File: src/hdl/clk_gate_regs.svh
// register map, field positions, reset values and keys of the clock gate block
// Function
// - bus gate bit 3 passes or stops the external bus controller clock.
// - bus gate bit 2 passes or stops the flash programming clock.
// - peripheral gate bit 28 passes or stops the converter clock.
// - peripheral gate bits 23 to 20 gate the four pwm pair clocks.
// - peripheral gate bits 17 and 16 gate serial port 1 and 0 clocks.
// - peripheral gate bits 13, 12 gate spi clocks; bit 8 gates i2c clock.
// - peripheral gate bit 6 gates the frequency divider clock.
// - peripheral gate bits 5 to 2 gate timers 3 to 0.
// - watchdog gate bit 0 changes only after unlock keys 59h, 16h, 88h.
// - switch fail flag sets on unstable target; write one clears it.
// - status bit 4 shows the fast oscillator stable.
// - status bit 3 shows the slow oscillator stable.
// - status bit 2 shows the pll stable.
// - status bit 0 shows the crystal stable.
// - protected tick source field bits 5:3 selects the tick reference.
// - protected core source field bits 2:0 selects the core bus clock.
// - core source field reloads from the boot configuration on every reset.
// - bits 31:30 select the pwm pair 1 clock source.
// - bits 29:28 select the pwm pair 0 clock; 00 is the crystal.
// - pwm pair 0 code 10 is core clock, 11 the fast oscillator.
`ifndef CLK_GATE_REGS_SVH
`define CLK_GATE_REGS_SVH

`define OFS_BUS_GATE 12'h004
`define OFS_PER_GATE 12'h008
`define OFS_STATUS 12'h00C
`define OFS_SEL0 12'h010
`define OFS_SEL1 12'h014
`define OFS_UNLOCK 12'h100

`define BUS_GATE_MASK 32'h0000_000C
`define BUS_GATE_RST 32'h0000_000C
`define PER_GATE_MASK 32'h10F3_317D
`define PER_GATE_RST 32'h0000_0000
`define TICK_SEL_RST 3'h7
`define PWM_SEL_RST 2'h3

`define POS_EXT_BUS 3
`define POS_FLASH 2
`define POS_ADC 28
`define POS_PWM0 20
`define POS_SER0 16
`define POS_SPI0 12
`define POS_I2C 8
`define POS_FDIV 6
`define POS_TMR0 2
`define POS_WDT 0
`define POS_FAIL 7

`define KEY_1 8'h59
`define KEY_2 8'h16
`define KEY_3 8'h88

`define RESP_OKAY 2'h0
`define RESP_SLVERR 2'h2

`endif

File: src/hdl/clk_gate_pkg.sv
// types of the clock gate and source select block
package clk_gate_pkg;

    typedef enum logic [3:0] {
        ULK_IDLE = 4'b0001,
        ULK_KEY1 = 4'b0010,
        ULK_KEY2 = 4'b0100,
        ULK_OPEN = 4'b1000
    } unlock_state_t;

    typedef struct packed {
        logic aw_held;
        logic [11:0] aw_addr;
        logic w_held;
        logic [31:0] w_data;
        logic [3:0] w_strb;
        logic bvalid;
        logic [1:0] bresp;
        logic rvalid;
        logic [31:0] rdata;
        logic [1:0] rresp;
        logic [31:0] bus_gate;
        logic [31:0] per_gate;
        logic [2:0] core_sel;
        logic [2:0] tick_sel;
        logic [1:0] pwm0_sel;
        logic [1:0] pwm1_sel;
        logic fail;
        logic [3:0] stable;
        unlock_state_t unlock;
    } ctl_state_t;

endpackage : clk_gate_pkg

File: src/hdl/clock_gate_and_source_select.sv
// clock gates, source multiplexer selects and stability status behind axi4-lite
`timescale 1ns/10ps
`include "clk_gate_regs.svh"

module clock_gate_and_source_select
    import clk_gate_pkg::*;
#(
    parameter int ADDR_W = 12
) (
    input wire logic aclk,
    input wire logic aresetn,
    input wire logic [ADDR_W-1:0] awaddr,
    input wire logic awvalid,
    output logic awready,
    input wire logic [31:0] wdata,
    input wire logic [3:0] wstrb,
    input wire logic wvalid,
    output logic wready,
    output logic [1:0] bresp,
    output logic bvalid,
    input wire logic bready,
    input wire logic [ADDR_W-1:0] araddr,
    input wire logic arvalid,
    output logic arready,
    output logic [31:0] rdata,
    output logic [1:0] rresp,
    output logic rvalid,
    input wire logic rready,
    input wire logic crystal_stable,
    input wire logic fast_rc_stable,
    input wire logic slow_rc_stable,
    input wire logic pll_locked_flag,
    input wire logic [2:0] boot_clock_config,
    output logic ext_bus_ctrl_clk_on,
    output logic flash_prog_clk_on,
    output logic adc_clk_on,
    output logic [3:0] pwm_pair_clk_on,
    output logic serial1_clk_on,
    output logic serial0_clk_on,
    output logic spi_ctrl1_clk_on,
    output logic spi_ctrl0_clk_on,
    output logic i2c_clk_on,
    output logic freq_divider_clk_on,
    output logic [3:0] timer_clk_on,
    output logic watchdog_clk_on,
    output logic [2:0] core_src_sel,
    output logic [2:0] tick_src_sel,
    output logic [1:0] pwm_pair0_src_sel,
    output logic [1:0] pwm_pair1_src_sel,
    output logic switch_fail_flag,
    output logic regs_unlocked
);

    ctl_state_t state_ff;
    ctl_state_t nxt_state;
    logic do_wr;
    logic fail_event;

    ////////////////////////////////////////////////////////////////////////////
    // source checks: {legal code, target stable}

    function automatic logic [1:0] core_check(input logic [2:0] code,
                                              input logic [3:0] stb);
        logic [1:0] r;
        r = 2'b00;
        unique casez (code)
            3'b000: r = {1'b1, stb[0]};
            3'b010: r = {1'b1, stb[1]};
            3'b011: r = {1'b1, stb[2]};
            3'b1??: r = {1'b1, stb[3]};
            default: r = 2'b00;
        endcase
        return r;
    endfunction : core_check

    function automatic logic [1:0] tick_check(input logic [2:0] code,
                                              input logic [3:0] stb);
        logic [1:0] r;
        r = 2'b00;
        unique casez (code)
            3'b000: r = {1'b1, stb[0]};
            3'b010: r = {1'b1, stb[0]};
            3'b011: r = 2'b11;
            3'b1??: r = {1'b1, stb[3]};
            default: r = 2'b00;
        endcase
        return r;
    endfunction : tick_check

    function automatic logic [1:0] pwm_check(input logic [1:0] code,
                                             input logic [3:0] stb);
        logic [1:0] r;
        r = 2'b00;
        unique case (code)
            2'b00: r = {1'b1, stb[0]};
            2'b10: r = 2'b11;
            2'b11: r = {1'b1, stb[3]};
            default: r = 2'b00;
        endcase
        return r;
    endfunction : pwm_check

    ////////////////////////////////////////////////////////////////////////////
    // next state

    assign do_wr = state_ff.aw_held && state_ff.w_held && !state_ff.bvalid;

    always_comb begin
        logic [31:0] bmask;
        logic [31:0] m;
        logic [31:0] d;
        logic [31:0] rd_word;
        logic rd_hit;
        logic set_fail;
        logic clr_fail;
        logic [1:0] ck;
        bmask = '0;
        m = '0;
        d = state_ff.w_data;
        rd_word = '0;
        rd_hit = 1'b1;
        set_fail = 1'b0;
        clr_fail = 1'b0;
        ck = 2'b00;
        nxt_state = state_ff;
        nxt_state.stable = {fast_rc_stable, slow_rc_stable, pll_locked_flag, crystal_stable};
        for (int i = 0; i < 4; i++) begin
            bmask[i*8 +: 8] = {8{state_ff.w_strb[i]}};
        end

        // address and data taken in either order
        if (awvalid && !state_ff.aw_held) begin
            nxt_state.aw_held = 1'b1;
            nxt_state.aw_addr = awaddr[11:0];
        end
        if (wvalid && !state_ff.w_held) begin
            nxt_state.w_held = 1'b1;
            nxt_state.w_data = wdata;
            nxt_state.w_strb = wstrb;
        end
        if (state_ff.bvalid && bready) begin
            nxt_state.bvalid = 1'b0;
        end

        if (do_wr) begin
            nxt_state.aw_held = 1'b0;
            nxt_state.w_held = 1'b0;
            nxt_state.bvalid = 1'b1;
            nxt_state.bresp = `RESP_OKAY;
            unique case (state_ff.aw_addr)
                `OFS_BUS_GATE: begin
                    m = bmask & `BUS_GATE_MASK;
                    nxt_state.bus_gate = (state_ff.bus_gate & ~m) | (d & m);
                end
                `OFS_PER_GATE: begin
                    m = bmask & `PER_GATE_MASK;
                    if (state_ff.unlock != ULK_OPEN) begin
                        m[`POS_WDT] = 1'b0;
                    end
                    nxt_state.per_gate = (state_ff.per_gate & ~m) | (d & m);
                end
                `OFS_STATUS: begin
                    clr_fail = state_ff.w_strb[0] && d[`POS_FAIL];
                end
                `OFS_SEL0: begin
                    if (state_ff.w_strb[0] && state_ff.unlock == ULK_OPEN) begin
                        ck = core_check(d[2:0], state_ff.stable);
                        if (ck == 2'b11) begin
                            nxt_state.core_sel = d[2:0];
                        end
                        set_fail = ck == 2'b10;
                        ck = tick_check(d[5:3], state_ff.stable);
                        if (ck == 2'b11) begin
                            nxt_state.tick_sel = d[5:3];
                        end
                        set_fail = set_fail || ck == 2'b10;
                    end
                end
                `OFS_SEL1: begin
                    if (state_ff.w_strb[3]) begin
                        ck = pwm_check(d[29:28], state_ff.stable);
                        if (ck == 2'b11) begin
                            nxt_state.pwm0_sel = d[29:28];
                        end
                        set_fail = ck == 2'b10;
                        ck = pwm_check(d[31:30], state_ff.stable);
                        if (ck == 2'b11) begin
                            nxt_state.pwm1_sel = d[31:30];
                        end
                        set_fail = set_fail || ck == 2'b10;
                    end
                end
                `OFS_UNLOCK: begin
                    if (state_ff.w_strb[0]) begin
                        unique case (state_ff.unlock)
                            ULK_IDLE, ULK_KEY2, ULK_OPEN: begin
                                nxt_state.unlock = ULK_IDLE;
                                if (state_ff.unlock == ULK_KEY2 && d[7:0] == `KEY_3) begin
                                    nxt_state.unlock = ULK_OPEN;
                                end else if (d[7:0] == `KEY_1) begin
                                    nxt_state.unlock = ULK_KEY1;
                                end
                            end
                            ULK_KEY1: begin
                                nxt_state.unlock = (d[7:0] == `KEY_2) ? ULK_KEY2 : ULK_IDLE;
                            end
                            default: nxt_state.unlock = ULK_IDLE;
                        endcase
                    end
                end
                default: nxt_state.bresp = `RESP_SLVERR;
            endcase
        end
        // set wins over a clear in the same cycle
        nxt_state.fail = (state_ff.fail && !clr_fail) || set_fail;

        // read decode, reserved bits read zero
        unique case (araddr[11:0])
            `OFS_BUS_GATE: rd_word = state_ff.bus_gate;
            `OFS_PER_GATE: rd_word = state_ff.per_gate;
            `OFS_STATUS: rd_word = {24'h00_0000, state_ff.fail, 2'b00,
                                    state_ff.stable[3:1], 1'b0,
                                    state_ff.stable[0]};
            `OFS_SEL0: rd_word = {26'h000_0000, state_ff.tick_sel, state_ff.core_sel};
            `OFS_SEL1: rd_word = {state_ff.pwm1_sel, state_ff.pwm0_sel, 28'h000_0000};
            `OFS_UNLOCK: rd_word = {31'h0000_0000, state_ff.unlock == ULK_OPEN};
            default: rd_hit = 1'b0;
        endcase
        if (state_ff.rvalid && rready) begin
            nxt_state.rvalid = 1'b0;
        end
        if (arvalid && !state_ff.rvalid) begin
            nxt_state.rvalid = 1'b1;
            nxt_state.rdata = rd_word;
            nxt_state.rresp = rd_hit ? `RESP_OKAY : `RESP_SLVERR;
        end
    end

    always_comb begin
        fail_event = nxt_state.fail && !state_ff.fail;
    end

    ////////////////////////////////////////////////////////////////////////////
    // state register

    always_ff @(posedge aclk) begin
        if (!aresetn) begin
            state_ff <= '0;
            state_ff.bus_gate <= `BUS_GATE_RST;
            state_ff.per_gate <= `PER_GATE_RST;
            state_ff.core_sel <= boot_clock_config;
            state_ff.tick_sel <= `TICK_SEL_RST;
            state_ff.pwm0_sel <= `PWM_SEL_RST;
            state_ff.pwm1_sel <= `PWM_SEL_RST;
            state_ff.unlock <= ULK_IDLE;
        end else begin
            state_ff <= nxt_state;
        end
    end

    ////////////////////////////////////////////////////////////////////////////
    // outputs; gate levels feed glitch-free latch gates downstream

    assign awready = !state_ff.aw_held;
    assign wready = !state_ff.w_held;
    assign bvalid = state_ff.bvalid;
    assign bresp = state_ff.bresp;
    assign arready = !state_ff.rvalid;
    assign rvalid = state_ff.rvalid;
    assign rdata = state_ff.rdata;
    assign rresp = state_ff.rresp;

    assign ext_bus_ctrl_clk_on = state_ff.bus_gate[`POS_EXT_BUS];
    assign flash_prog_clk_on = state_ff.bus_gate[`POS_FLASH];
    assign adc_clk_on = state_ff.per_gate[`POS_ADC];
    assign pwm_pair_clk_on = state_ff.per_gate[`POS_PWM0 +: 4];
    assign serial1_clk_on = state_ff.per_gate[`POS_SER0 + 1];
    assign serial0_clk_on = state_ff.per_gate[`POS_SER0];
    assign spi_ctrl1_clk_on = state_ff.per_gate[`POS_SPI0 + 1];
    assign spi_ctrl0_clk_on = state_ff.per_gate[`POS_SPI0];
    assign i2c_clk_on = state_ff.per_gate[`POS_I2C];
    assign freq_divider_clk_on = state_ff.per_gate[`POS_FDIV];
    assign timer_clk_on = state_ff.per_gate[`POS_TMR0 +: 4];
    assign watchdog_clk_on = state_ff.per_gate[`POS_WDT];
    assign core_src_sel = state_ff.core_sel;
    assign tick_src_sel = state_ff.tick_sel;
    assign pwm_pair0_src_sel = state_ff.pwm0_sel;
    assign pwm_pair1_src_sel = state_ff.pwm1_sel;
    assign switch_fail_flag = state_ff.fail;
    assign regs_unlocked = state_ff.unlock == ULK_OPEN;

    logic wr_bus;
    logic wr_per;
    assign wr_bus = do_wr && state_ff.aw_addr == `OFS_BUS_GATE;
    assign wr_per = do_wr && state_ff.aw_addr == `OFS_PER_GATE;

    // select writes that get past the protection and strobe checks
    logic wr_sel0;
    logic wr_sel1;
    assign wr_sel0 = do_wr && state_ff.aw_addr == `OFS_SEL0 && state_ff.w_strb[0] &&
        regs_unlocked;
    assign wr_sel1 = do_wr && state_ff.aw_addr == `OFS_SEL1 && state_ff.w_strb[3];
endmodule : clock_gate_and_source_select

File: config.mk
export PLATFORM = sky130hd
export DESIGN_NAME = clock_gate_and_source_select
export DESIGN_NICKNAME = d
export VERILOG_FILES = /design/src/hdl/clk_gate_pkg.sv /design/src/hdl/clock_gate_and_source_select.sv
export VERILOG_INCLUDE_DIRS = /design/src /design/src/hdl
export SDC_FILE = /design/constraint.sdc
export NUM_CORES = 1
export LEC_CHECK = 0
export ABC_AREA = 0
export BUFFER_PORTS_ARGS = -buffer_cell sky130_fd_sc_hd__buf_2
export CELL_PAD_IN_SITES_DETAIL_PLACEMENT = 1
export CELL_PAD_IN_SITES_GLOBAL_PLACEMENT = 1
export CORE_MARGIN = 5
export CORE_UTILIZATION = 38
export DETAILED_ROUTE_END_ITERATION = 10
export PLACE_DENSITY_LB_ADDON = 0.1
export SLEW_MARGIN = 25
export SYNTH_ARGS = -nofsm -noshare
export SYNTH_HDL_FRONTEND = slang
export SYNTH_SLANG_ARGS = --single-unit
export TNS_END_PERCENT = 5
File: constraint.sdc
create_clock -name aclk -period 2.2 [get_ports aclk]
set_input_delay 0.33 -clock aclk [delete_from_list [all_inputs] [get_ports aclk]]
set_output_delay 0.33 -clock aclk [all_outputs]
set_load 0.05 [all_outputs]
After elaboration in Yosys (flattened, before gate mapping)
Index checks and enable logic that the tools add are counted.

storage, ports and cells
  word-level logic and storage cells = 155
  bits in registers = 171
  output and inout port bits = 71
  input bits = 74

cells by class
  multiplexer cells = 50
  bitwise operators = 9
  reduce and logical (&&, ||, !) cells = 37
  eq/ne operators = 40

operator list
  cell                                                                    number
  32-bit one-hot mux with 6 select lines                                  1
  32-bit bitwise AND                                                      2
  32-bit bitwise OR                                                       2
  12-bit by 4-bit equality test with 1-bit output, second input constant  4
  12-bit by 5-bit equality test with 1-bit output, second input constant  4
  35-bit 2-to-1 mux                                                       1
  2-bit 2-to-1 mux                                                        17
  32-bit by 29-bit bitwise AND with 32-bit output                         1
  32-bit by 4-bit bitwise AND with 32-bit output                          1
  29-bit NOT with 32-bit output                                           1
  4-bit NOT with 32-bit output                                            1
  12-bit by 3-bit equality test with 1-bit output, second input constant  2
  12-bit by 9-bit equality test with 1-bit output, second input constant  2
  2-bit equality test, second input constant                              12
  4-bit 2-to-1 mux                                                        6
  19-bit 2-to-1 mux                                                       1
  2-bit one-hot mux with 3 select lines                                   3
  4-bit AND reduction                                                     4
  3-bit by 2-bit equality test with 1-bit output, second input constant   4
  3-bit 2-to-1 mux                                                        4
  6-bit 2-to-1 mux                                                        2
  6-bit OR reduction                                                      2
  1-bit logical AND                                                       11
  1-bit 2-to-1 mux                                                        11
  23 further kinds                                                        37

Depth between registers and ports, before layout
Gate-level depths: netlist of the first run.

  word-level depth = 13
  depth in mapped cells = 7
  mapped depth without buffers = 4

Worst setup path before layout of the first run
OpenSTA, ideal clock, no wires.

  kind = flip-flop to flip-flop
  start = reg state_ff[0] (netlist bit)
  end = reg state_ff (netlist bit core_src_sel[0]), enable pin
  clock period less this slack = 2.593 ns
  path buffers = 0
  library setup time = 0.344 ns
  data arrival time = 2.249 ns
  required time = 1.856 ns
  stages on the path, launching flop included = 5
  slack = -0.393 ns
  cells stage by stage = dfxtp_1 > nor4b_2 > and4b_1 > nand2_1 > o21ai_0

on the way
  word-level cells in the longest chain between the ends = 4

ends and longest elaborated chain
  what                                                        line                                 text
  start: declaration                                          clock_gate_and_source_select.sv:54   ctl_state_t state_ff;
  start signal: assignment                                    clock_gate_and_source_select.sv:257  state_ff <= nxt_state;
  4-bit equality test                                         --
  net regs_unlocked                                           clock_gate_and_source_select.sv:51   output logic regs_unlocked
  1-bit logical AND                                           clock_gate_and_source_select.sv:166  if (state_ff.w_strb[0] && state_ff.unlock == ULK_OPEN) begin
  2-bit by 1-bit inequality test with 1-bit output (no line)  --
  4-bit AND reduction (no line)                               --

The timed path passes the listed nets, and every way through them passes these cells.
A chain may end at the register's enable or synchronous reset.

==> impl_metrics.csv, run 1 <==
group,metric,value,unit
worst_setup_path,critPathKind,"flop to flop",
global_route,track_usage,0.187,
power,p_switching,1.13,mW
floorplanning,die_h,124,µm
yosys,synth_area,4910,µm²
worst_setup_path,endpoint_kind,"flop",
clocking,cts_post_setup_buffers_inserted,0,
sta,fin_tns_setup,0,ns
clocking,cts_tree,"yes",
clocking,clkSinkCount,101,
sta,drv_slew,0,
yosys,synth_cells,601,
power,clock_power_share,0.382,
power,pwr_density_cell,697,nW/µm²
hold_path,min_to,"state_ff[7]$_SDFF_PN0_",
worst_setup_path,crit_arrival,2.22,ns
clocking,cts_made_buffers,9,
floorplanning,ioPinCount,145,
global_route,grt_pass1_wl,22600,µm
layout,stdcell_count,852,
place,hpwl,10900,µm
worst_setup_path,start_kind,"flop",
worst_setup_path,crit_top_cell,"or4_1",
power,share_comb_of_total_power,0.121,
yosys,synth_warnings,0,
global_route,grt_max_degree,47,
clocking,htreeDepth,3,
routing,drt_iter0_drc,201,
hold_path,min-delay-start,"fast_rc_stable",
yosys,ys_seq_area_frac,0.418,
routing,drc,0,
clocking,post_cts_resized,0,
yosys,synth-seq-cells,101,
clocking,root_buffer,"clkbuf_16",
yosys,synth_top_area_share,0.399,
sta,setup_viol,0,
status,outcome,"complete, no violations",
floorplanning,design.core.area,12700,µm²
worst_setup_path,crit_fanout,3,
yosys,synth_commonest_cells,"dfxtp_1, nand2_1, a21oi_1",
clocking,clk_latency,0.35,ns
power,peakVddDrop,472,µV
sta,finalHoldViolations,0,
floorplanning,rows,41,
layout,drive_gt1_frac,0.266,
sta,period_share,0.909,
routing,final_antenna_net_count,0,
flow_run,maxCapViolations,0,
yosys,synthArstFlopShare,0,
layout,postLayoutCoreUtil,0.450,
sta,fin_crit,2.00,ns
global_route,overflow,0,
routing,wire_per_inst,16.9,µm
yosys,synth_flop_cell,"dfxtp_1",
yosys,synth.area.top_cells,"dfxtp_1, buf_4, nand2_1",
yosys,yosysMostFrequentCell,"dfxtp_1",
place,dp_cells,836,
worst_setup_path,cp_top_family,"simple AND/OR/NAND/NOR gates",
floorplanning,die_w,124,µm
layout,area_growth,16.0,%
yosys,yosys.area.top_type,"dfxtp_1",
global_route,antenna_found_initial,0,
routing,dr_total_vias,4378,
clocking,cts.clk_slew.worst_paths,0.07,ns
worst_setup_path,startpoint,"state_ff[158]$_SDFFE_PN0P_",
place,portBuffers,120,
power,p_seq_frac,0.497,
yosys,yosysUniqueCellTypes,62,
yosys,synth.avg_cell_area,8.18,µm²
routing,totalWireLength,14400,µm
place,gp_congestion,0.849,
power,p_int,2.84,mW
power,leakage,2.34,nW
floorplanning,dieArea,15300,µm²
worst_setup_path,crit_path_cell_trace,"or4_1 -> or4_1 -> o31ai_1 -> nand3_1",
sta,holdWs,0.199,ns
clocking,cts_hold_repair.buffers,0,
worst_setup_path,cp_num_buf_inv,0,
yosys,synth_edf_count,3,
worst_setup_path,slowest_stage,"or4_1",
layout,final_nets,749,
hold_path,hp-class,"input port to flop",
routing,drt-vias-per-instance,5.14,
worst_setup_path,rrSetupSlack,0.20,ns
floorplanning,start_util,0.388,
worst_setup_path,worst-r2r-cell-count,4,
worst_setup_path,worstPathRequired,2.42,ns
sta,rsz0062_at_grt,"no",
clocking,clockBufferDepth,2,
power,swShare,0.286,
worst_setup_path,cp_slowest_stage_delay,0.61,ns
layout,antennaDiodeCount,0,
hold_path,holdPathStages,2,
sta,skew,0.00808,ns
global_route,grt_pass1_vias,4347,
sta,fmax,0.500,GHz
worst_setup_path,r2r_start,"state_ff[158]$_SDFFE_PN0P_",
routing,firstDrtPassIters,6,
cell usage in the layout (no fill, tap or decap), types with 4 or more instances in the layout:
cell type and n:
a21oi_1 66, a22oi_1 11, and2_1 8, buf_2 120, buf_4 25, clkbuf_16 9, conb_1 13, dfxtp_1 98
inv_1 11, mux2_2 4, mux2i_1 5, nand2_1 97, nand2b_1 6, nand3_1 39, nand3b_1 4, nand4_1 7
nor2_1 26, nor2b_1 8, nor3_1 5, nor4_1 6, o21ai_0 29, o31ai_1 5, or4_1 6
routing by layer:
metal,GRT usage,up-vias,share of wire
li1,-,2199,-
met2,0.314,94,0.48
met3,0.0377,11,0.057
met4,0.0415,0,0.0074
met1,0.250,2074,0.46
met5,0,-,0
per-stage QoR:
| stage | setup slack [ns] | cell area [µm²] | power, mW |
|---|---|---|---|
| floorplan | 0.00264 | 4970 | 2.35 |
| global placement | 0.148 | 5420 | 2.49 |
| detailed placement | 0.143 | 5420 | 2.50 |
| CTS | 0.201 | 5700 | 4.01 |
| global route | 0.120 | 5700 | 4.15 |
| finish | 0.201 | 5700 | 3.97 |
logic make-up after synthesis:
kind of cell	Yosys count	share of synthesized area
simple gates	242	0.258
compound gates	140	0.177
flops	101	0.418
buf+inv	107	0.125
xor+xnor	1	0.00178
mux	9	0.0193
other cells	1	0.000763
how the worst max path moves through the flow:
stage / slack (ns) / cells past startpoint / end
final: 0.20 / 4 / flop
after global routing: 0.12 / 4 / flop
after CTS: 0.20 / 4 / flop
after detailed placement: 0.14 / 7 / rdata[31]$_SDFFE_PN0P_
after global placement: 0.15 / 7 / rdata[31]$_SDFFE_PN0P_
after floorplan: 0.003 / 4 / core_src_sel[0]$_DFFE_PP_
final cells by class:
class	instances	area [µm²]
Fill cell	1587	6970
Multi-Input combinational cell	405	2300
Sequential cell	101	2050
Timing Repair Buffer	146	808
Clock buffer	10	229
Tap cell	172	215
Clock inverter	6	48.8
Inverter	12	45.0
power groups by stage:
| stage | combinational, mW | sequential, mW | clock (mW) |
|---|---|---|---|
| after detailed placement | 0.482 | 2.02 | 0 |
| after global placement | 0.475 | 2.01 | 0 |
| after CTS | 0.485 | 1.97 | 1.55 |
| final | 0.479 | 1.97 | 1.52 |
| after global routing | 0.531 | 1.99 | 1.63 |
| after floorplan | 0.370 | 1.98 | 0 |
Power figures use the tool's default switching activity.
==> inputs of run 2 (changes only) <==
--- a/config.mk
+++ b/config.mk
@@ -10,9 +10,9 @@
 export BUFFER_PORTS_ARGS = -buffer_cell sky130_fd_sc_hd__buf_2
 export CELL_PAD_IN_SITES_DETAIL_PLACEMENT = 1
 export CELL_PAD_IN_SITES_GLOBAL_PLACEMENT = 1
-export CORE_MARGIN = 5
 export CORE_UTILIZATION = 38
 export DETAILED_ROUTE_END_ITERATION = 10
+export GPL_TIMING_DRIVEN = 0
 export PLACE_DENSITY_LB_ADDON = 0.1
 export SLEW_MARGIN = 25
 export SYNTH_ARGS = -nofsm -noshare
==> run 2 against run 1 <==
Against the previous run:
- wire length rose by 6.9%
- sequential power is essentially flat
- first-iteration DRC count shrank 8.0%
- die area fell by 13%
- highest routed layer unchanged
- design area up 8.0%
- via count rose by 8.7%
- maximum frequency is 6.2% lower
- core utilization increased by 3.8 points
- critical path type unchanged
- largest cell class unchanged
- final cell count grew 8.1%
==> impl_metrics.csv, run 2 (synthesis results as in run 1) <==
group,metric,value,unit
sta,holdWs,0.188,ns
routing,dr_total_vias,4758,
layout,multiInputGateArea,2320,µm²
layout,antennaDiodeCount,0,
routing,drt_iter0_drc,185,
layout,drive_gt1_frac,0.280,
routing,drc,0,
global_route,grt_pass1_wl,24000,µm
layout,postLayoutCoreUtil,0.488,
floorplanning,ioPinCount,145,
worst_setup_path,crit_fanout,10,
global_route,overflow,0,
sta,fin_tns_setup,0,ns
sta,rsz0062_at_grt,"yes",
clocking,clk_latency,0.35,ns
layout,final_nets,818,
place,portBuffers,120,
sta,setup_viol,0,
sta,skew,0.00731,ns
clocking,cts_made_buffers,9,
floorplanning,die_h,116,µm
worst_setup_path,worstPathRequired,2.42,ns
clocking,cts_tree,"yes",
clocking,clkSinkCount,101,
sta,fmax,0.469,GHz
worst_setup_path,crit_arrival,2.35,ns
sta,worst_slew_pin_slew,0.732,ns
routing,final_antenna_net_count,0,
global_route,antenna_found_initial,0,
layout,final_common_cell,"buf_2",
place,hpwl,11800,µm
hold_path,hp-class,"input port to flop",
layout,layout_common_cells,"buf_2, dfxtp_1, nand2_1",
routing,wire_per_inst,16.7,µm
clocking,root_buffer,"clkbuf_16",
layout,area_growth,25.2,%
sta,relSlewSlack,0.512,
power,pwr_density_cell,712,nW/µm²
power,fin_total_pwr,4.38,mW
global_route,grt_max_degree,16,
floorplanning,start_util,0.389,
sta,period_share,0.969,
clocking,cts.clk_slew.worst_paths,0.07,ns
routing,firstDrtPassIters,4,
worst_setup_path,endpoint_kind,"flop",
floorplanning,die_w,116,µm
worst_setup_path,critPathKind,"flop to flop",
worst_setup_path,start_kind,"flop",
status,outcome,"complete, no violations",
place,gp_congestion,0.872,
power,leakage,2.61,nW
power,peakVddDrop,364,µV
sta,fin_crit,2.13,ns
layout,fill_cells,1588,
clocking,clockBufferDepth,2,
floorplanning,rows,41,
global_route,grt_pass1_vias,4622,
routing,drt-vias-per-instance,5.17,
layout,regArea,2050,µm²
sta,finalHoldViolations,0,
flow_run,maxCapViolations,0,
clocking,htreeDepth,3,
floorplanning,design.core.area,12600,µm²
clocking,cts_post_setup_buffers_inserted,0,
routing,totalWireLength,15400,µm
floorplanning,dieArea,13400,µm²
global_route,track_usage,0.236,
sta,drv_slew,0,
worst_setup_path,rrSetupSlack,0.07,ns
==> run 2: changes by cell type in the layout (fill, tap and decap cells not counted), sizes merged <==
cell	change
buf	+34
bufinv	+3
clkbuf	+38
clkinv	-2
clkinvlp	-3
inv	-1
==> run 2: final cells by class <==
cell class | count | area share
sequential | 101 | 0.333
clock buffer | 13 | 0.0425
tap | 172 | 0.0350
multi-input combinational | 405 | 0.377
buffer | 95 | 0.0927
clock inverter | 3 | 0.0146
timing repair buffer | 120 | 0.0976
inverter | 12 | 0.00732
==> run 2: repair_timing <==
action                     CTS  global route
gates resized for setup      2             1
gates cloned                 0             0
setup endpoints to repair   11             9
hold buffers                 0             0
==> run 2: critical path, stage by stage, from the launching register on <==
cell      delay [ns]
dfxtp_1         0.31
clkbuf_1        0.32
nor4b_1         0.37
nand4_1         0.37
clkbuf_1        0.31
o21ai_0         0.23
a21oi_1         0.08
==> run 2: final timing paths <==
| kind | from | endpoint | depth (start not counted) |
|---|---|---|---|
| setup / recovery | state_ff[161]$_SDFFE_PN0P_ | flop | 6 |
| hold / removal | crystal_stable | state_ff[4]$_SDFF_PN0_ | 2 |
| setup reg to reg | state_ff[161]$_SDFFE_PN0P_ | flop | 6 |
| hold reg to reg | state_ff[147]$_SDFFE_PN0P_ | state_ff[147]$_SDFFE_PN0P_ | 2 |
==> run 2: power by group <==
group / switching, mW / leakage (nW) / internal (mW) / total, mW
Clock: 0.700 / 0.169 / 1.18 / 1.88
Sequential: 0.0520 / 0.828 / 1.90 / 1.95
Combinational: 0.370 / 1.61 / 0.182 / 0.552
==> run 2: stage by stage <==
step                      area, µm²  setup WS, ns  cells
after global routing           6150       -0.0528    921
after CTS                      6150        0.0535    921
after global placement         5780       -0.0537    905
after detailed placement       5780        -0.120    905
after floorplan                4970       0.00264    613
final                          6150        0.0692    921
==> run 2: routing by layer <==
| layer | up-vias | GRT usage | part of all wire |
|---|---|---|---|
| li1 | 2344 | - | - |
| met1 | 2278 | 0.303 | 0.45 |
| met2 | 114 | 0.402 | 0.48 |
| met3 | 22 | 0.0324 | 0.036 |
| met4 | 0 | 0.0880 | 0.024 |
| met5 | - | 0 | 0 |
